File: config.mk
export PLATFORM = sky130hd
export DESIGN_NAME = efjc_ctrl
export DESIGN_NICKNAME = d
export VERILOG_FILES = /design/src/efjc_pkg.sv /design/src/efjc_timer.sv /design/src/efjc_ctrl.sv
export SDC_FILE = /design/constraint.sdc
export NUM_CORES = 1
export LEC_CHECK = 0
export BUFFER_PORTS_ARGS = -buffer_cell sky130_fd_sc_hd__buf_2
export CAP_MARGIN = 20
export CORE_ASPECT_RATIO = 1.4
export CORE_MARGIN = 2
export CORE_UTILIZATION = 50
export CTS_BUF_LIST = sky130_fd_sc_hd__clkbuf_8
export CTS_CLUSTER_SIZE = 8
export DETAILED_ROUTE_END_ITERATION = 7
export PLACE_DENSITY = 0.73
export SLEW_MARGIN = 20
export SYNTH_ARGS = -nofsm -noshare
export SYNTH_HDL_FRONTEND = slang
export SYNTH_HIERARCHICAL = 1
export SYNTH_SLANG_ARGS = --single-unit
File: constraint.sdc
create_clock -name clock -period 6.95 [get_ports clock]
set_input_delay 0.3475 -clock clock [delete_from_list [all_inputs] [get_ports clock]]
set_output_delay 0.3475 -clock clock [all_outputs]
set_load 0.03 [all_outputs]
File: src/efjc_pkg.sv
`default_nettype none
package efjc_pkg;
	// Command codes from the engine controller
	localparam logic [1:0] CMD_NOP    = 2'h0;
	localparam logic [1:0] CMD_PICKUP = 2'h1;
	localparam logic [1:0] CMD_STOP   = 2'h2;
	localparam logic [1:0] CMD_CLEAR  = 2'h3;
	// Status word bit positions
	localparam int ST_MOTOR    = 0;
	localparam int ST_BUSY     = 1;
	localparam int ST_PRESENT  = 2;
	localparam int ST_MULTI    = 3;
	localparam int ST_JAM      = 4;
	localparam int ST_JAM_DLY  = 5;
	localparam int ST_JAM_MULT = 6;
	localparam int ST_JAM_PRES = 7;
	localparam int ST_W        = 8;
	// Status value after reset
	localparam logic [7:0] ST_RESET = 8'h00;
	// Default intervals in cycles at 25 MHz
	localparam int CLK_MHZ        = 25;
	localparam int PICK_DELAY_US  = 100;
	localparam int PICK_DELAY_CYC = PICK_DELAY_US * CLK_MHZ;
	localparam int CHECK_US       = 40;
	localparam int CHECK_CYC      = CHECK_US * CLK_MHZ;
	localparam int CNT_W          = 16;
	// Sequencer states
	typedef enum logic [1:0] {
		EFJC_IDLE = 2'b00,
		EFJC_PICK = 2'b01,
		EFJC_FEED = 2'b10,
		EFJC_JAM  = 2'b11
	} efjc_state_e;
endpackage
`default_nettype wire

File: src/efjc_timer.sv
`timescale 1ns/10ps
`default_nettype none
// Down counter raising done once the loaded interval expires
module efjc_timer (
	// Clock and reset
	input  wire logic                          clock,
	input  wire logic                          nrst,
	// Control
	input  wire logic                          start,
	input  wire logic                          run,
	input  wire logic [efjc_pkg::CNT_W-1:0]    load,
	// Result
	output var  logic                          done
);
	logic [efjc_pkg::CNT_W-1:0] cnt_reg;

	// Load on start, count while run
	always_ff @(posedge clock) begin
		if (!nrst) begin
			cnt_reg <= '0;
		end else if (start) begin
			cnt_reg <= load;
		end else if (run && cnt_reg != '0) begin
			cnt_reg <= cnt_reg - 16'h0001;
		end
	end

	assign done = run && !start && (cnt_reg == 16'h0001);
endmodule
`default_nettype wire

File: src/efjc_ctrl.sv
`timescale 1ns/10ps
`default_nettype none
// Functional notes
// - Pickup command turns on pickup motor
// - Act on each command, return status
// - Flag not blocking sensor means multifeed
// - Multifeed reported as pickup jam
// - Envelope present at check time: jam
// - Jam halts printing and notifies controller
// - No top-of-page edge in time: delay jam
// - Multifeed during pickup or feed: jam
module efjc_ctrl #(
	parameter logic [15:0] PICK_DELAY = 16'(efjc_pkg::PICK_DELAY_CYC),
	parameter logic [15:0] CHECK_TIME = 16'(efjc_pkg::CHECK_CYC)
) (
	// Clock and reset
	input  wire logic                      clock,
	input  wire logic                      nrst,
	// Command link from engine controller
	input  wire logic                      cmd_valid,
	input  wire logic [1:0]                cmd_code,
	output var  logic [efjc_pkg::ST_W-1:0] status,
	output var  logic                      jam_notify,
	output var  logic                      print_halt,
	// Feeder hardware
	input  wire logic                      envelope_presence_sensor,
	input  wire logic                      multifeed_flag_sensor,
	input  wire logic                      top_of_page_sensor,
	output var  logic                      envelope_pickup_motor
);
	efjc_pkg::efjc_state_e state_reg, state_next;
	logic tops_reg;
	logic dly_done, chk_done;
	logic jam_dly_reg, jam_mult_reg, jam_pres_reg;
	logic multi;
	logic tops_rise;
	logic is_pick, is_stop, is_clear;

	// Command decode
	function automatic logic cmd_is(input logic v, input logic [1:0] c, input logic [1:0] k);
		cmd_is = v && (c == k);
	endfunction

	assign is_pick  = cmd_is(cmd_valid, cmd_code, efjc_pkg::CMD_PICKUP);
	assign is_stop  = cmd_is(cmd_valid, cmd_code, efjc_pkg::CMD_STOP);
	assign is_clear = cmd_is(cmd_valid, cmd_code, efjc_pkg::CMD_CLEAR);
	assign multi     = !multifeed_flag_sensor;
	assign tops_rise = top_of_page_sensor && !tops_reg;

	// Top-of-page edge history
	always_ff @(posedge clock) begin
		if (!nrst) begin
			tops_reg <= 1'b0;
		end else begin
			tops_reg <= top_of_page_sensor;
		end
	end

	// Pickup delay interval from pickup start
	efjc_timer u_dly (
		.clock (clock),
		.nrst  (nrst),
		.start (state_reg == efjc_pkg::EFJC_IDLE && is_pick),
		.run   (state_reg == efjc_pkg::EFJC_PICK),
		.load  (PICK_DELAY),
		.done  (dly_done)
	);

	// Presence check time after leading edge
	efjc_timer u_chk (
		.clock (clock),
		.nrst  (nrst),
		.start (state_reg == efjc_pkg::EFJC_PICK && tops_rise),
		.run   (state_reg == efjc_pkg::EFJC_FEED),
		.load  (CHECK_TIME),
		.done  (chk_done)
	);

	// Next-state logic
	always_comb begin
		state_next = state_reg;
		unique case (state_reg)
			efjc_pkg::EFJC_IDLE: begin
				if (is_pick) begin
					state_next = efjc_pkg::EFJC_PICK;
				end
			end
			efjc_pkg::EFJC_PICK: begin
				if (multi || dly_done) begin
					state_next = efjc_pkg::EFJC_JAM;
				end else if (is_stop) begin
					state_next = efjc_pkg::EFJC_IDLE;
				end else if (tops_rise) begin
					state_next = efjc_pkg::EFJC_FEED;
				end
			end
			efjc_pkg::EFJC_FEED: begin
				if (multi || (chk_done && envelope_presence_sensor)) begin
					state_next = efjc_pkg::EFJC_JAM;
				end else if (is_stop || chk_done) begin
					state_next = efjc_pkg::EFJC_IDLE;
				end
			end
			efjc_pkg::EFJC_JAM: begin
				if (is_clear) begin
					state_next = efjc_pkg::EFJC_IDLE;
				end
			end
		endcase
	end

	// State register
	always_ff @(posedge clock) begin
		if (!nrst) begin
			state_reg <= efjc_pkg::EFJC_IDLE;
		end else begin
			state_reg <= state_next;
		end
	end

	// Jam cause flags, set wins over clear
	always_ff @(posedge clock) begin
		if (!nrst) begin
			jam_dly_reg  <= 1'b0;
			jam_mult_reg <= 1'b0;
			jam_pres_reg <= 1'b0;
		end else begin
			jam_dly_reg <= (state_reg == efjc_pkg::EFJC_PICK && dly_done && !multi)
				|| (jam_dly_reg && !is_clear);
			jam_mult_reg <= ((state_reg == efjc_pkg::EFJC_PICK
				|| state_reg == efjc_pkg::EFJC_FEED) && multi)
				|| (jam_mult_reg && !is_clear);
			jam_pres_reg <= (state_reg == efjc_pkg::EFJC_FEED && chk_done
				&& envelope_presence_sensor && !multi)
				|| (jam_pres_reg && !is_clear);
		end
	end

	// Outputs registered; motor, halt, notify, busy and jam bit from next state, jam cause bits from the cause flag registers
	always_ff @(posedge clock) begin
		if (!nrst) begin
			envelope_pickup_motor <= 1'b0;
			print_halt            <= 1'b0;
			jam_notify            <= 1'b0;
			status                <= efjc_pkg::ST_RESET;
		end else begin
			envelope_pickup_motor <= (state_next == efjc_pkg::EFJC_PICK)
				|| (state_next == efjc_pkg::EFJC_FEED);
			print_halt <= (state_next == efjc_pkg::EFJC_JAM);
			jam_notify <= (state_next == efjc_pkg::EFJC_JAM)
				&& (state_reg != efjc_pkg::EFJC_JAM);
			status[efjc_pkg::ST_MOTOR]    <= (state_next == efjc_pkg::EFJC_PICK)
				|| (state_next == efjc_pkg::EFJC_FEED);
			status[efjc_pkg::ST_BUSY]     <= (state_next != efjc_pkg::EFJC_IDLE);
			status[efjc_pkg::ST_PRESENT]  <= envelope_presence_sensor;
			status[efjc_pkg::ST_MULTI]    <= multi;
			status[efjc_pkg::ST_JAM]      <= (state_next == efjc_pkg::EFJC_JAM);
			status[efjc_pkg::ST_JAM_DLY]  <= jam_dly_reg;
			status[efjc_pkg::ST_JAM_MULT] <= jam_mult_reg;
			status[efjc_pkg::ST_JAM_PRES] <= jam_pres_reg;
		end
	end

	// Checks
	property p_pick_motor;
		@(posedge clock) disable iff (!nrst)
		(state_reg == efjc_pkg::EFJC_IDLE && is_pick) |=> envelope_pickup_motor;
	endproperty
	a_pick_motor: assert property (p_pick_motor) else $error("motor not on after pickup");

	property p_status_busy;
		@(posedge clock) disable iff (!nrst)
		1'b1 |=> status[efjc_pkg::ST_BUSY] == (state_reg != efjc_pkg::EFJC_IDLE);
	endproperty
	a_status_busy: assert property (p_status_busy) else $error("busy status wrong");

	property p_multi_flag;
		@(posedge clock) disable iff (!nrst)
		1'b1 |=> status[efjc_pkg::ST_MULTI] == !$past(multifeed_flag_sensor);
	endproperty
	a_multi_flag: assert property (p_multi_flag) else $error("multifeed sense wrong");

	property p_multi_jam;
		@(posedge clock) disable iff (!nrst)
		(state_reg == efjc_pkg::EFJC_PICK && !multifeed_flag_sensor)
		|=> state_reg == efjc_pkg::EFJC_JAM ##1 status[efjc_pkg::ST_JAM_MULT];
	endproperty
	a_multi_jam: assert property (p_multi_jam) else $error("multifeed not a jam");

	property p_pres_jam;
		@(posedge clock) disable iff (!nrst)
		(state_reg == efjc_pkg::EFJC_FEED && chk_done && envelope_presence_sensor)
		|=> state_reg == efjc_pkg::EFJC_JAM;
	endproperty
	a_pres_jam: assert property (p_pres_jam) else $error("presence jam missed");

	property p_halt;
		@(posedge clock) disable iff (!nrst)
		$rose(print_halt) |-> jam_notify && !envelope_pickup_motor;
	endproperty
	a_halt: assert property (p_halt) else $error("halt without notify");

	property p_delay_jam;
		@(posedge clock) disable iff (!nrst)
		(state_reg == efjc_pkg::EFJC_IDLE && is_pick && !top_of_page_sensor)
		##1 (!top_of_page_sensor && multifeed_flag_sensor && !is_stop)[*8]
		|-> state_reg == efjc_pkg::EFJC_PICK || PICK_DELAY < 16'h0009;
	endproperty
	a_delay_jam: assert property (p_delay_jam) else $error("early delay jam");

	property p_feed_multi;
		@(posedge clock) disable iff (!nrst)
		(state_reg == efjc_pkg::EFJC_FEED && !multifeed_flag_sensor) |=> print_halt;
	endproperty
	a_feed_multi: assert property (p_feed_multi) else $error("feed multifeed missed");

	c_pick: cover property (@(posedge clock) disable iff (!nrst)
		state_reg == efjc_pkg::EFJC_PICK ##1 state_reg == efjc_pkg::EFJC_FEED);
	c_done: cover property (@(posedge clock) disable iff (!nrst)
		state_reg == efjc_pkg::EFJC_FEED ##1 state_reg == efjc_pkg::EFJC_IDLE);
	c_dly: cover property (@(posedge clock) disable iff (!nrst) $rose(jam_dly_reg));
	c_clear: cover property (@(posedge clock) disable iff (!nrst)
		state_reg == efjc_pkg::EFJC_JAM ##1 state_reg == efjc_pkg::EFJC_IDLE);
endmodule
`default_nettype wire

After elaboration in Yosys (flattened, before gate mapping)
Cells that the tools add are included.
{ "classes": {"add_sub_neg": 2, "n_reduce_logical": 44, "eq_ne": 12, "n_bitwise": 1, "n_mux": 12} }
{ "ops": {"columns": ["cell", "count"], "rows": [
  ["== test 16 x 1 -> 1 bit, second input constant", 2],
  ["nonzero test 16 bit", 2],
  ["subtractor 16 x 1 -> 16 bit, second input constant", 2],
  ["two-way mux 12 bit", 2],
  ["logical AND 1 bit", 23],
  ["two-way mux 10 bit", 2],
  ["two-way mux 2 bit", 7],
  ["== test 2 bit, second input constant", 6],
  ["logical OR 1 bit", 8],
  ["one-hot mux 2 bit (4 select lines)", 1],
  ["== test 2 x 1 -> 1 bit, second input constant", 3],
  ["nonzero test 2 bit", 3],
  ["zero test 1 bit", 5],
  ["OR reduction 2 bit", 2],
  ["zero test 2 bit", 1],
  ["!= test 2 bit, second input constant", 1],
  ["inverter 1 bit", 1]
]} }
{ "totals": {"regBits": 49, "out_inout_bits": 11, "wordCells": 84} }

Longest topological paths before layout
Gate-level depths: netlist of run 1.
{ "depth": {"depth_word": 12, "depth_mapped": 14, "ltp_nobuf": 13} }

By module
The synthesis of run 1 kept the hierarchy.
{ "modules_own_cells": {"columns": ["mod", "instances", "cells_per_inst", "area_per_inst_um2"], "rows": [
  ["efjc_timer", 2, 121, 1027.2],
  ["efjc_ctrl", 1, 73, 744.5]
]} }

Worst setup path after synthesis of run 1
OpenSTA, ideal clock, no wires.
{ "synth_timing": {"path_type": "register to register", "start": "register state_reg[1]", "end": "register jam_notify", "t_required_ps": 6834, "slack_ps": 4027, "path_stages_with_launch": 15, "arrival_time_ps": 2807, "n_path_buf": 1, "cell_sequence": "dfxtp_1 -> inv_1 -> ha_1 -> and2_1 -> inv_1 -> buf_2 -> nand4_1 -> nor4_1 -> and3b_2 -> o32ai_2 -> a21oi_1 -> or2_1 -> ha_1 -> and2_1 -> nor2b_1"} }
{ "synth_between": {"elab_chain_cells": 11, "word_cells_on_any_way": 27, "cone_classes": "eq/ne: 5; mux: 8; reduce/logical: 14"} }
{ "synth_lines": {"columns": ["element", "line_no", "text"], "rows": [
  ["start: declaration", "efjc_ctrl.sv:31", "efjc_pkg::efjc_state_e state_reg, state_next;"],
  ["start signal: assignment", "efjc_ctrl.sv:115", "state_reg <= efjc_pkg::EFJC_IDLE;"],
  ["start signal: assignment", "efjc_ctrl.sv:117", "state_reg <= state_next;"],
  ["== test 2 x 1 -> 1 bit", "efjc_ctrl.sv:73", ".start (state_reg == efjc_pkg::EFJC_PICK && tops_rise),"],
  ["logical AND 1 bit", "efjc_ctrl.sv:73", null],
  ["zero test 1 bit", "efjc_timer.sv:28", "assign done = run && !start && (cnt_reg == 16'h0001);"],
  ["logical AND 1 bit (*) (2 in series)", "efjc_timer.sv:28", null],
  ["net chk_done", "efjc_ctrl.sv:33", "logic dly_done, chk_done;"],
  ["logical OR 1 bit / logical AND 1 bit (equally long branches)", "efjc_ctrl.sv:100, efjc_ctrl.sv:98", null],
  ["two-way mux 2 bit / logical OR 1 bit (equally long branches)", "efjc_ctrl.sv:100, efjc_ctrl.sv:98", null],
  ["two-way mux 2 bit (*)", "efjc_ctrl.sv:98", "if (multi || (chk_done && envelope_presence_sensor)) begin"],
  ["one-hot mux 2 bit (4 select lines) (*)", "efjc_ctrl.sv:82", "unique case (state_reg)"],
  ["net state_next[0]", "efjc_ctrl.sv:31", null],
  ["== test 2 bit (*)", "efjc_ctrl.sv:150", "jam_notify <= (state_next == efjc_pkg::EFJC_JAM)"],
  ["logical AND 1 bit (*)", "efjc_ctrl.sv:151", "&& (state_reg != efjc_pkg::EFJC_JAM);"],
  ["end signal: assignment", "efjc_ctrl.sv:150", null],
  ["end: declaration", "efjc_ctrl.sv:23", "output var logic jam_notify,"]
]} }
The timed path passes the listed nets; every way through them passes the cells marked *.
A chain may end at the register's enable or synchronous reset.

Final worst setup path of run 1
Ends and elaborated chain as after synthesis.

==> metrics, run 1 <==
slew margin rel.=0.4422; area delta synth->final=11.18%; NumNets Final=around 370; Mapped Area=2799 µm²; layout cell share with drive strength beyond 1=0.1667; Final Routed Wirelength=5803 µm; Design Area, Final=between 3000 and 4000 µm²; Synth Area in XOR/XNOR=0.01878; pin count of the biggest net entering global routing=49; FILL cells=526; Final Util=0.5715; total CTS buffers=5; Max H-tree Level=2; gr usage total=0.1988; CTS resizes=0; Worst setup SP type=register; worst slew pin tran=825.9 ps; number of synthesized flops with an enable pin=0; CTS clk-pin slew, worst paths=90 ps; grt ovf=0; Hold Crit Class=primary input to register; fraction of the mapped netlist area in adder cells=0.04917; routability cong.=0.8343; clock root cell=clkbuf_8; min Tclk post-route=roughly 3800 ps; Vias/cell=5.827; hpwl dp=between 3000 and 4000 µm; ANT cells=0; global-route wire length before repair=around 9900 µm; row count=32; maxcap violations=0; Synth cell types=61; Die H=about 93 µm; CTS tree=built; starting DRC count in detailed routing=113; FFs w/ async S/R, synth=0; Max clock buf depth=2; Die ar.=6221 µm²; WHS=between 200 and 300 ps; Worst IR Drop VDD=approximately 0.12 mV; Max Freq=266.0 MHz; critical path peak fanout=21; IO Pins=19; Final ANT Viol Nets=0; leakage=1.315 nW; Setup Viol. Count Final=0; Tcrit/Tclk final=0.5409; routed length per instance=13.75 µm; Die W=about 67 µm; vias in the first global route=roughly 2300; initial antenna violation count=0; Initial Utilization=0.5140; setup TNS=0 ps; mux cell area share after synthesis=0.007152; pwr dens=201.3 nW/µm²; CTS Sinks=47; unrepaired setup endpoints after global routing=false; Core Footprint=between 5000 and 6000 µm²; Synth Area in Compound Gates=0.2181; IO buf count=18; via count=2459; fin cells=422; DRC errors left=0; flops & latches, synth=between 40 and 50; Post-CTS Hold Fix Bufs=0; Post-CTS Setup Repair Bufs=0; dpl cell area=2995 µm²; main combinational cell family by area after synthesis=simple AND/OR/NAND/NOR gates; Mean Syn Cell Area=8.886 µm²; gate count of the mapped netlist=315; drt pass-1 iters=4; CP required=7160 ps; placed cells=414; Worst EP arrival=3960 ps; status=complete, no violations; area share of and/or/nand/nor cells after synthesis=0.3245; pins over their slew limit=0; Crit. End Element=register; Fin. Hold Viols=0; synthesis warning total=6; Seq/Total Area, Yosys=0.3362; WS Path Type=register to register; worst skew pair latency=slightly above 300 ps; main flop type after synthesis=dfxtp_1; Final Skew=4.779 ps
## per-layer routing
layer,vias to the layer above,wire length (µm),GRT usage
met5,-,0,0
met4,0,144,0.07653
met3,16,159,0.04010
met2,43,2965,0.3523
met1,1144,2532,0.2271
li1,1256,-,-
## layout by cell type (no fill, tap or decap), types with 4 or more instances in the layout
cell and count:
dfxtp_1 47, conb_1 32, o21ai_0 26, buf_2 18, or4_1 14, nand2b_1 13, nor2_1 12, a31oi_1 12
a21oi_1 11, ha_1 11, nor4_1 10, nor3_1 10, inv_1 8, and2_1 8, or3_1 6, or3b_2 6
xnor2_1 6, o211a_1 6, or4b_2 6, o31ai_1 6, nand2_1 5, nor2b_1 5, nand3_1 5, clkbuf_8 5
nand4_1 4, o41ai_1 4, or4_2 4, a211oi_1 4, and4_1 4
## critical path, stage by stage, from the launching register on
cell     delay, ps
dfxtp_1        400
inv_1          110
ha_1           330
and2_1         370
inv_1          500
nand4_1        150
nor4_1         450
and3b_2        270
o32ai_2        270
a21oi_1        140
or2_1          230
ha_1           180
and2_1         140
nor2b_1        120
## cells by family (layout without fill, tap and decap cells)
kind of cell | after synthesis | count (layout)
buffers and inverters | 25 | 34
AO/OA/AOI/OAI | 88 | 88
flip-flops | 47 | 47
adder cells (fa/ha/maj) | 11 | 11
other | 2 | 32
multiplexers | 2 | 2
XOR/XNOR | 6 | 6
AND/OR/NAND/NOR | 134 | 134
## cells in the mapped netlist, drive strengths merged (6+ instances only)
library cell  number  area, µm²
or4               18      140.1
a21oi             11      55.05
a31oi             12      75.07
o31ai              6      45.04
o21ai             26      130.1
xnor2              6      52.55
nand2b            13      81.33
or4b               6      60.06
or3b               6      52.55
or3                8      52.55
nor2              12      45.04
dfxtp             47      940.9
clkbuf             7      28.78
ha                11      137.6
buf                8      45.04
nor3              10      50.05
o211a              6      60.06
and2               8      50.05
nor4              10      62.56
inv                8      30.03
## layout make-up
type	instances	area (µm²)	area share
clock buffers	5	68.82	0.02212
clock inverters	3	47.55	0.01528
inverters	8	30.03	0.009650
multi-input cells	273	1849	0.5943
flip-flops and latches	47	940.9	0.3024
well taps	68	85.08	0.02734
repair buffers	18	90.09	0.02895
## report_power, final
group	leakage [nW]	internal (mW)	total [mW]	switching, mW
clock network	0.0587	0.109	0.212	0.103
logic	0.873	0.0472	0.116	0.0692
registers	0.383	0.283	0.298	0.0150
total	1.31	0.439	0.627	0.187
## metrics by stage
| stage | setup slack (ps) | power (mW) |
|---|---|---|
| after floorplan | 4027 | 0.3939 |
| after global placement | 3351 | 0.4153 |
| after detailed placement | 3232 | 0.4180 |
| after CTS | 3210 | 0.6316 |
| after global routing | 2818 | 0.6593 |
| final | 3191 | 0.6265 |
## path summary, 6_finish.rpt
check	startpoint	end	slack, ps	cells after the start
worst max-delay path	state_reg[1]	jam_notify	3190	13
worst min-delay path	top_of_page_sensor	tops_reg	270	2
worst max register to register	state_reg[1]	jam_notify	3190	13
worst min register to register	jam_pres_reg	status[7]	470	1
Note: power is estimated with default switching activity, not from simulation.
==> run 2, diff against run 1 <==
--- a/config.mk
+++ b/config.mk
@@ -5,6 +5,7 @@
 export SDC_FILE = /design/constraint.sdc
 export NUM_CORES = 1
 export LEC_CHECK = 0
+export ABC_AREA = 1
 export BUFFER_PORTS_ARGS = -buffer_cell sky130_fd_sc_hd__buf_2
 export CAP_MARGIN = 20
 export CORE_ASPECT_RATIO = 1.4
==> constraint.sdc (replaced) <==
create_clock -name clock -period 3.85 [get_ports clock]
set_input_delay 0.1925 -clock clock [delete_from_list [all_inputs] [get_ports clock]]
set_output_delay 0.1925 -clock clock [all_outputs]
set_load 0.03 [all_outputs]
==> metrics, run 2 <==
status=complete, no violations (unchanged); CTS resizes=0 (unchanged); Setup Viol. Count Final=0 (unchanged); Worst setup SP type=register (unchanged); gr usage total=0.2152 (was 0.1988); hpwl dp=5320 µm (was 3992 µm); reg2reg start=state_reg[1] (unchanged); Max clock buf depth=2 (unchanged); routed length per instance=11.72 µm (was 13.75 µm); Worst R2R Path Depth=18 (was 13); Bufs and invs on worst path=5 (was 2); starting DRC count in detailed routing=124 (was 113); Hold Crit Start=top_of_page_sensor (unchanged); Mapped Area=3153 µm² (was 2799 µm²); Fin. Hold Viols=0 (unchanged); cell mode on critical path=inv_1; CTS tree=built (unchanged); setup TNS=0 ps (unchanged); CTS Sinks=47 (unchanged); Initial Utilization=0.5112 (was 0.5140); most common cell in the netlist=nand2_1 (was dfxtp_1); Seq/Total Area, Yosys=0.2984 (was 0.3362); Final Skew=14.79 ps (was 4.779 ps); initial antenna violation count=0 (unchanged); CP max stage cell=nor4_1 (was inv_1); synthesis warning total=6 (unchanged); NumNets Final=562 (was 372); worst skew pair latency=310 ps (about the same); Worst Hold End=tops_reg (unchanged); Crit. End Element=register (unchanged); hold path cells=3 (was 2); share of the synthesized area in the top cell type=0.2984 (was 0.3362); Post-CTS Hold Fix Bufs=0 (unchanged); CP Cell Sequence=inv_1 -> ha_1 -> inv_1 -> nor2_1 -> buf_4 -> nor2_1 -> nand4_1 -> nor4_1 -> inv_1 -> nand3_1 -> nand2_1 -> nand2_1 -> nand3_1 -> nand2_2 -> inv_1 -> ha_1 -> nand2_1 -> nor2_1 (was inv_1 -> ha_1 -> and2_1 -> inv_1 -> nand4_1 -> nor4_1 -> and3b_2 -> o32ai_2 -> a21oi_1 -> or2_1 -> ha_1 -> and2_1 -> nor2b_1); Worst path top cell family by delay=simple AND/OR/NAND/NOR gates (unchanged); Post-CTS Setup Repair Bufs=0 (unchanged); main flop type after synthesis=dfxtp_1 (unchanged); pins over their slew limit=0 (unchanged); Max stage delay on crit path=570 ps (was 500 ps); ANT cells=0 (unchanged); FFs w/ async S/R, synth=0 (unchanged); total CTS buffers=5 (unchanged); IO Pins=19 (unchanged); Final Util=0.5627 (was 0.5715); Critical Path Stages=18 (was 13); Worst IR Drop VDD=0.4955 mV (was 0.1234 mV); clock root cell=clkbuf_8 (unchanged); slew margin rel.=0.5081 (was 0.4422); grt ovf=0 (unchanged); pin count of the biggest net entering global routing=26 (was 49); unrepaired setup endpoints after global routing=false (unchanged); R2R setup slack=830 ps (was 3190 ps); flops & latches, synth=47 (unchanged); drt pass-1 iters=4 (unchanged); leakage=1.824 nW (was 1.315 nW); reg2reg end=jam_notify (unchanged); global-route wire length before repair=12200 µm (was 9853 µm); dpl cell area=3356 µm² (was 2995 µm²); Die H=97.96 µm (was 92.53 µm); routability cong.=0.9407 (was 0.8343); Max Freq=331.5 MHz (was 266.0 MHz); most frequent cells in the layout=146 x nand2_1, 82 x nor2_1, 49 x inv_1 (was 47 x dfxtp_1, 32 x conb_1, 26 x o21ai_0); Core Footprint=6168 µm² (was 5445 µm²); Final ANT Viol Nets=0 (unchanged); Die ar.=6966 µm² (was 6221 µm²); gate count of the mapped netlist=499 (was 315); layout cell share with drive strength beyond 1=0.1103 (was 0.1667); FILL cells=636 (was 526); worst slew pin tran=731.1 ps (was 825.9 ps); DRC errors left=0 (unchanged); maxcap violations=0 (unchanged); pwr dens=1008 nW/µm² (was 201.3 nW/µm²); Vias/cell=4.937 (was 5.827); vias in the first global route=2838 (was 2296); Worst EP arrival=3230 ps (was 3960 ps); Max H-tree Level=2 (unchanged); top post-synthesis cells by count=146 x nand2_1, 82 x nor2_1, 49 x inv_1, 47 x dfxtp_1, 44 x nand3_1 (was 47 x dfxtp_1, 26 x o21ai_0, 14 x or4_1, 13 x nand2b_1); Final Routed Wirelength=7218 µm (was 5803 µm); WS Path Type=register to register (unchanged); Design Area, Final=3471 µm² (was 3112 µm²); area delta synth->final=10.08% (was 11.18%); number of synthesized flops with an enable pin=0 (unchanged); CP required=4060 ps (was 7160 ps); Synth area leader=dfxtp_1 (unchanged); min Tclk post-route=3017 ps (was 3759 ps); IO buf count=18 (unchanged); Synth cell types=30 (was 61); Area contributors post-synth=dfxtp_1 30%, nand2_1 17%, nor2_1 9.8% (was dfxtp_1 34%, ha_1 4.9%, o21ai_0 4.6%); commonest non-fill, non-tap cell in the layout=nand2_1 (was dfxtp_1); critical path peak fanout=18 (was 21); Die W=71.12 µm (was 67.24 µm); CTS clk-pin slew, worst paths=100 ps (was 90 ps); Tcrit/Tclk final=0.7836 (was 0.5409); via count=3041 (was 2459); Hold Crit Class=primary input to register (unchanged); Mean Syn Cell Area=6.319 µm² (was 8.886 µm²); row count=34 (was 32)
run 2: how the worst max path moves through the flow:
stage / start / endpoint / slack [ps]
2_1_floorplan: state_reg[1] / jam_notify / 1430
3_3_place_gp: state_reg[1] / jam_notify / 1220
3_5_place_dp: state_reg[1] / jam_notify / 890
4_1_cts: state_reg[1] / jam_notify / 870
5_1_grt: state_reg[1] / status[0] / 570
6_report: state_reg[1] / jam_notify / 830
run 2: layer usage:
layer	share of wire	track usage
met3	0.028	0.03199
met5	0	0
met2	0.53	0.4119
met4	0.018	0.08273
met1	0.43	0.2308
run 2: kinds of logic (layout without fill, tap and decap cells):
| kind of cell | Yosys count | count (layout) | share of synthesized area |
|---|---|---|---|
| AO/OA/AOI/OAI | 48 | 48 | 0.08095 |
| XOR/XNOR | 8 | 8 | 0.02222 |
| adder cells (fa/ha/maj) | 11 | 11 | 0.04365 |
| buffers and inverters | 66 | 81 | 0.09643 |
| flip-flops | 47 | 47 | 0.2984 |
| other | 2 | 32 | 0.002382 |
| AND/OR/NAND/NOR | 317 | 317 | 0.4560 |
run 2: area by class of cell:
class / instances / area (µm²) / area share
clock buffers: 5 / 68.82 / 0.01983
well taps: 72 / 90.09 / 0.02596
clock inverters: 3 / 46.29 / 0.01334
multi-input cells: 416 / 2021 / 0.5822
repair buffers: 20 / 105.1 / 0.03028
flip-flops and latches: 47 / 940.9 / 0.2711
inverters: 53 / 198.9 / 0.05732
run 2: per-stage QoR:
stage	total power, mW	setup WS (ps)	instances	hold WS (ps)
6_report	3.499	833.3	616	64.81
5_1_grt	3.862	572.9	616	77.72
4_1_cts	3.498	870.9	616	53.59
3_5_place_dp	3.100	885.0	608	390.2
2_1_floorplan	2.715	1430	529	276.6
3_3_place_gp	3.054	1218	608	386.9
run 2: where the power goes:
group          internal [mW]  switching, mW
clock network          0.196          0.186
registers              0.646          0.183
logic                  0.830           1.46
total                   1.67           1.83
run 2: tightest hold or removal path, stage by stage:
cell     delay (ps)
buf_2            80
nand2_1          40
inv_1            40
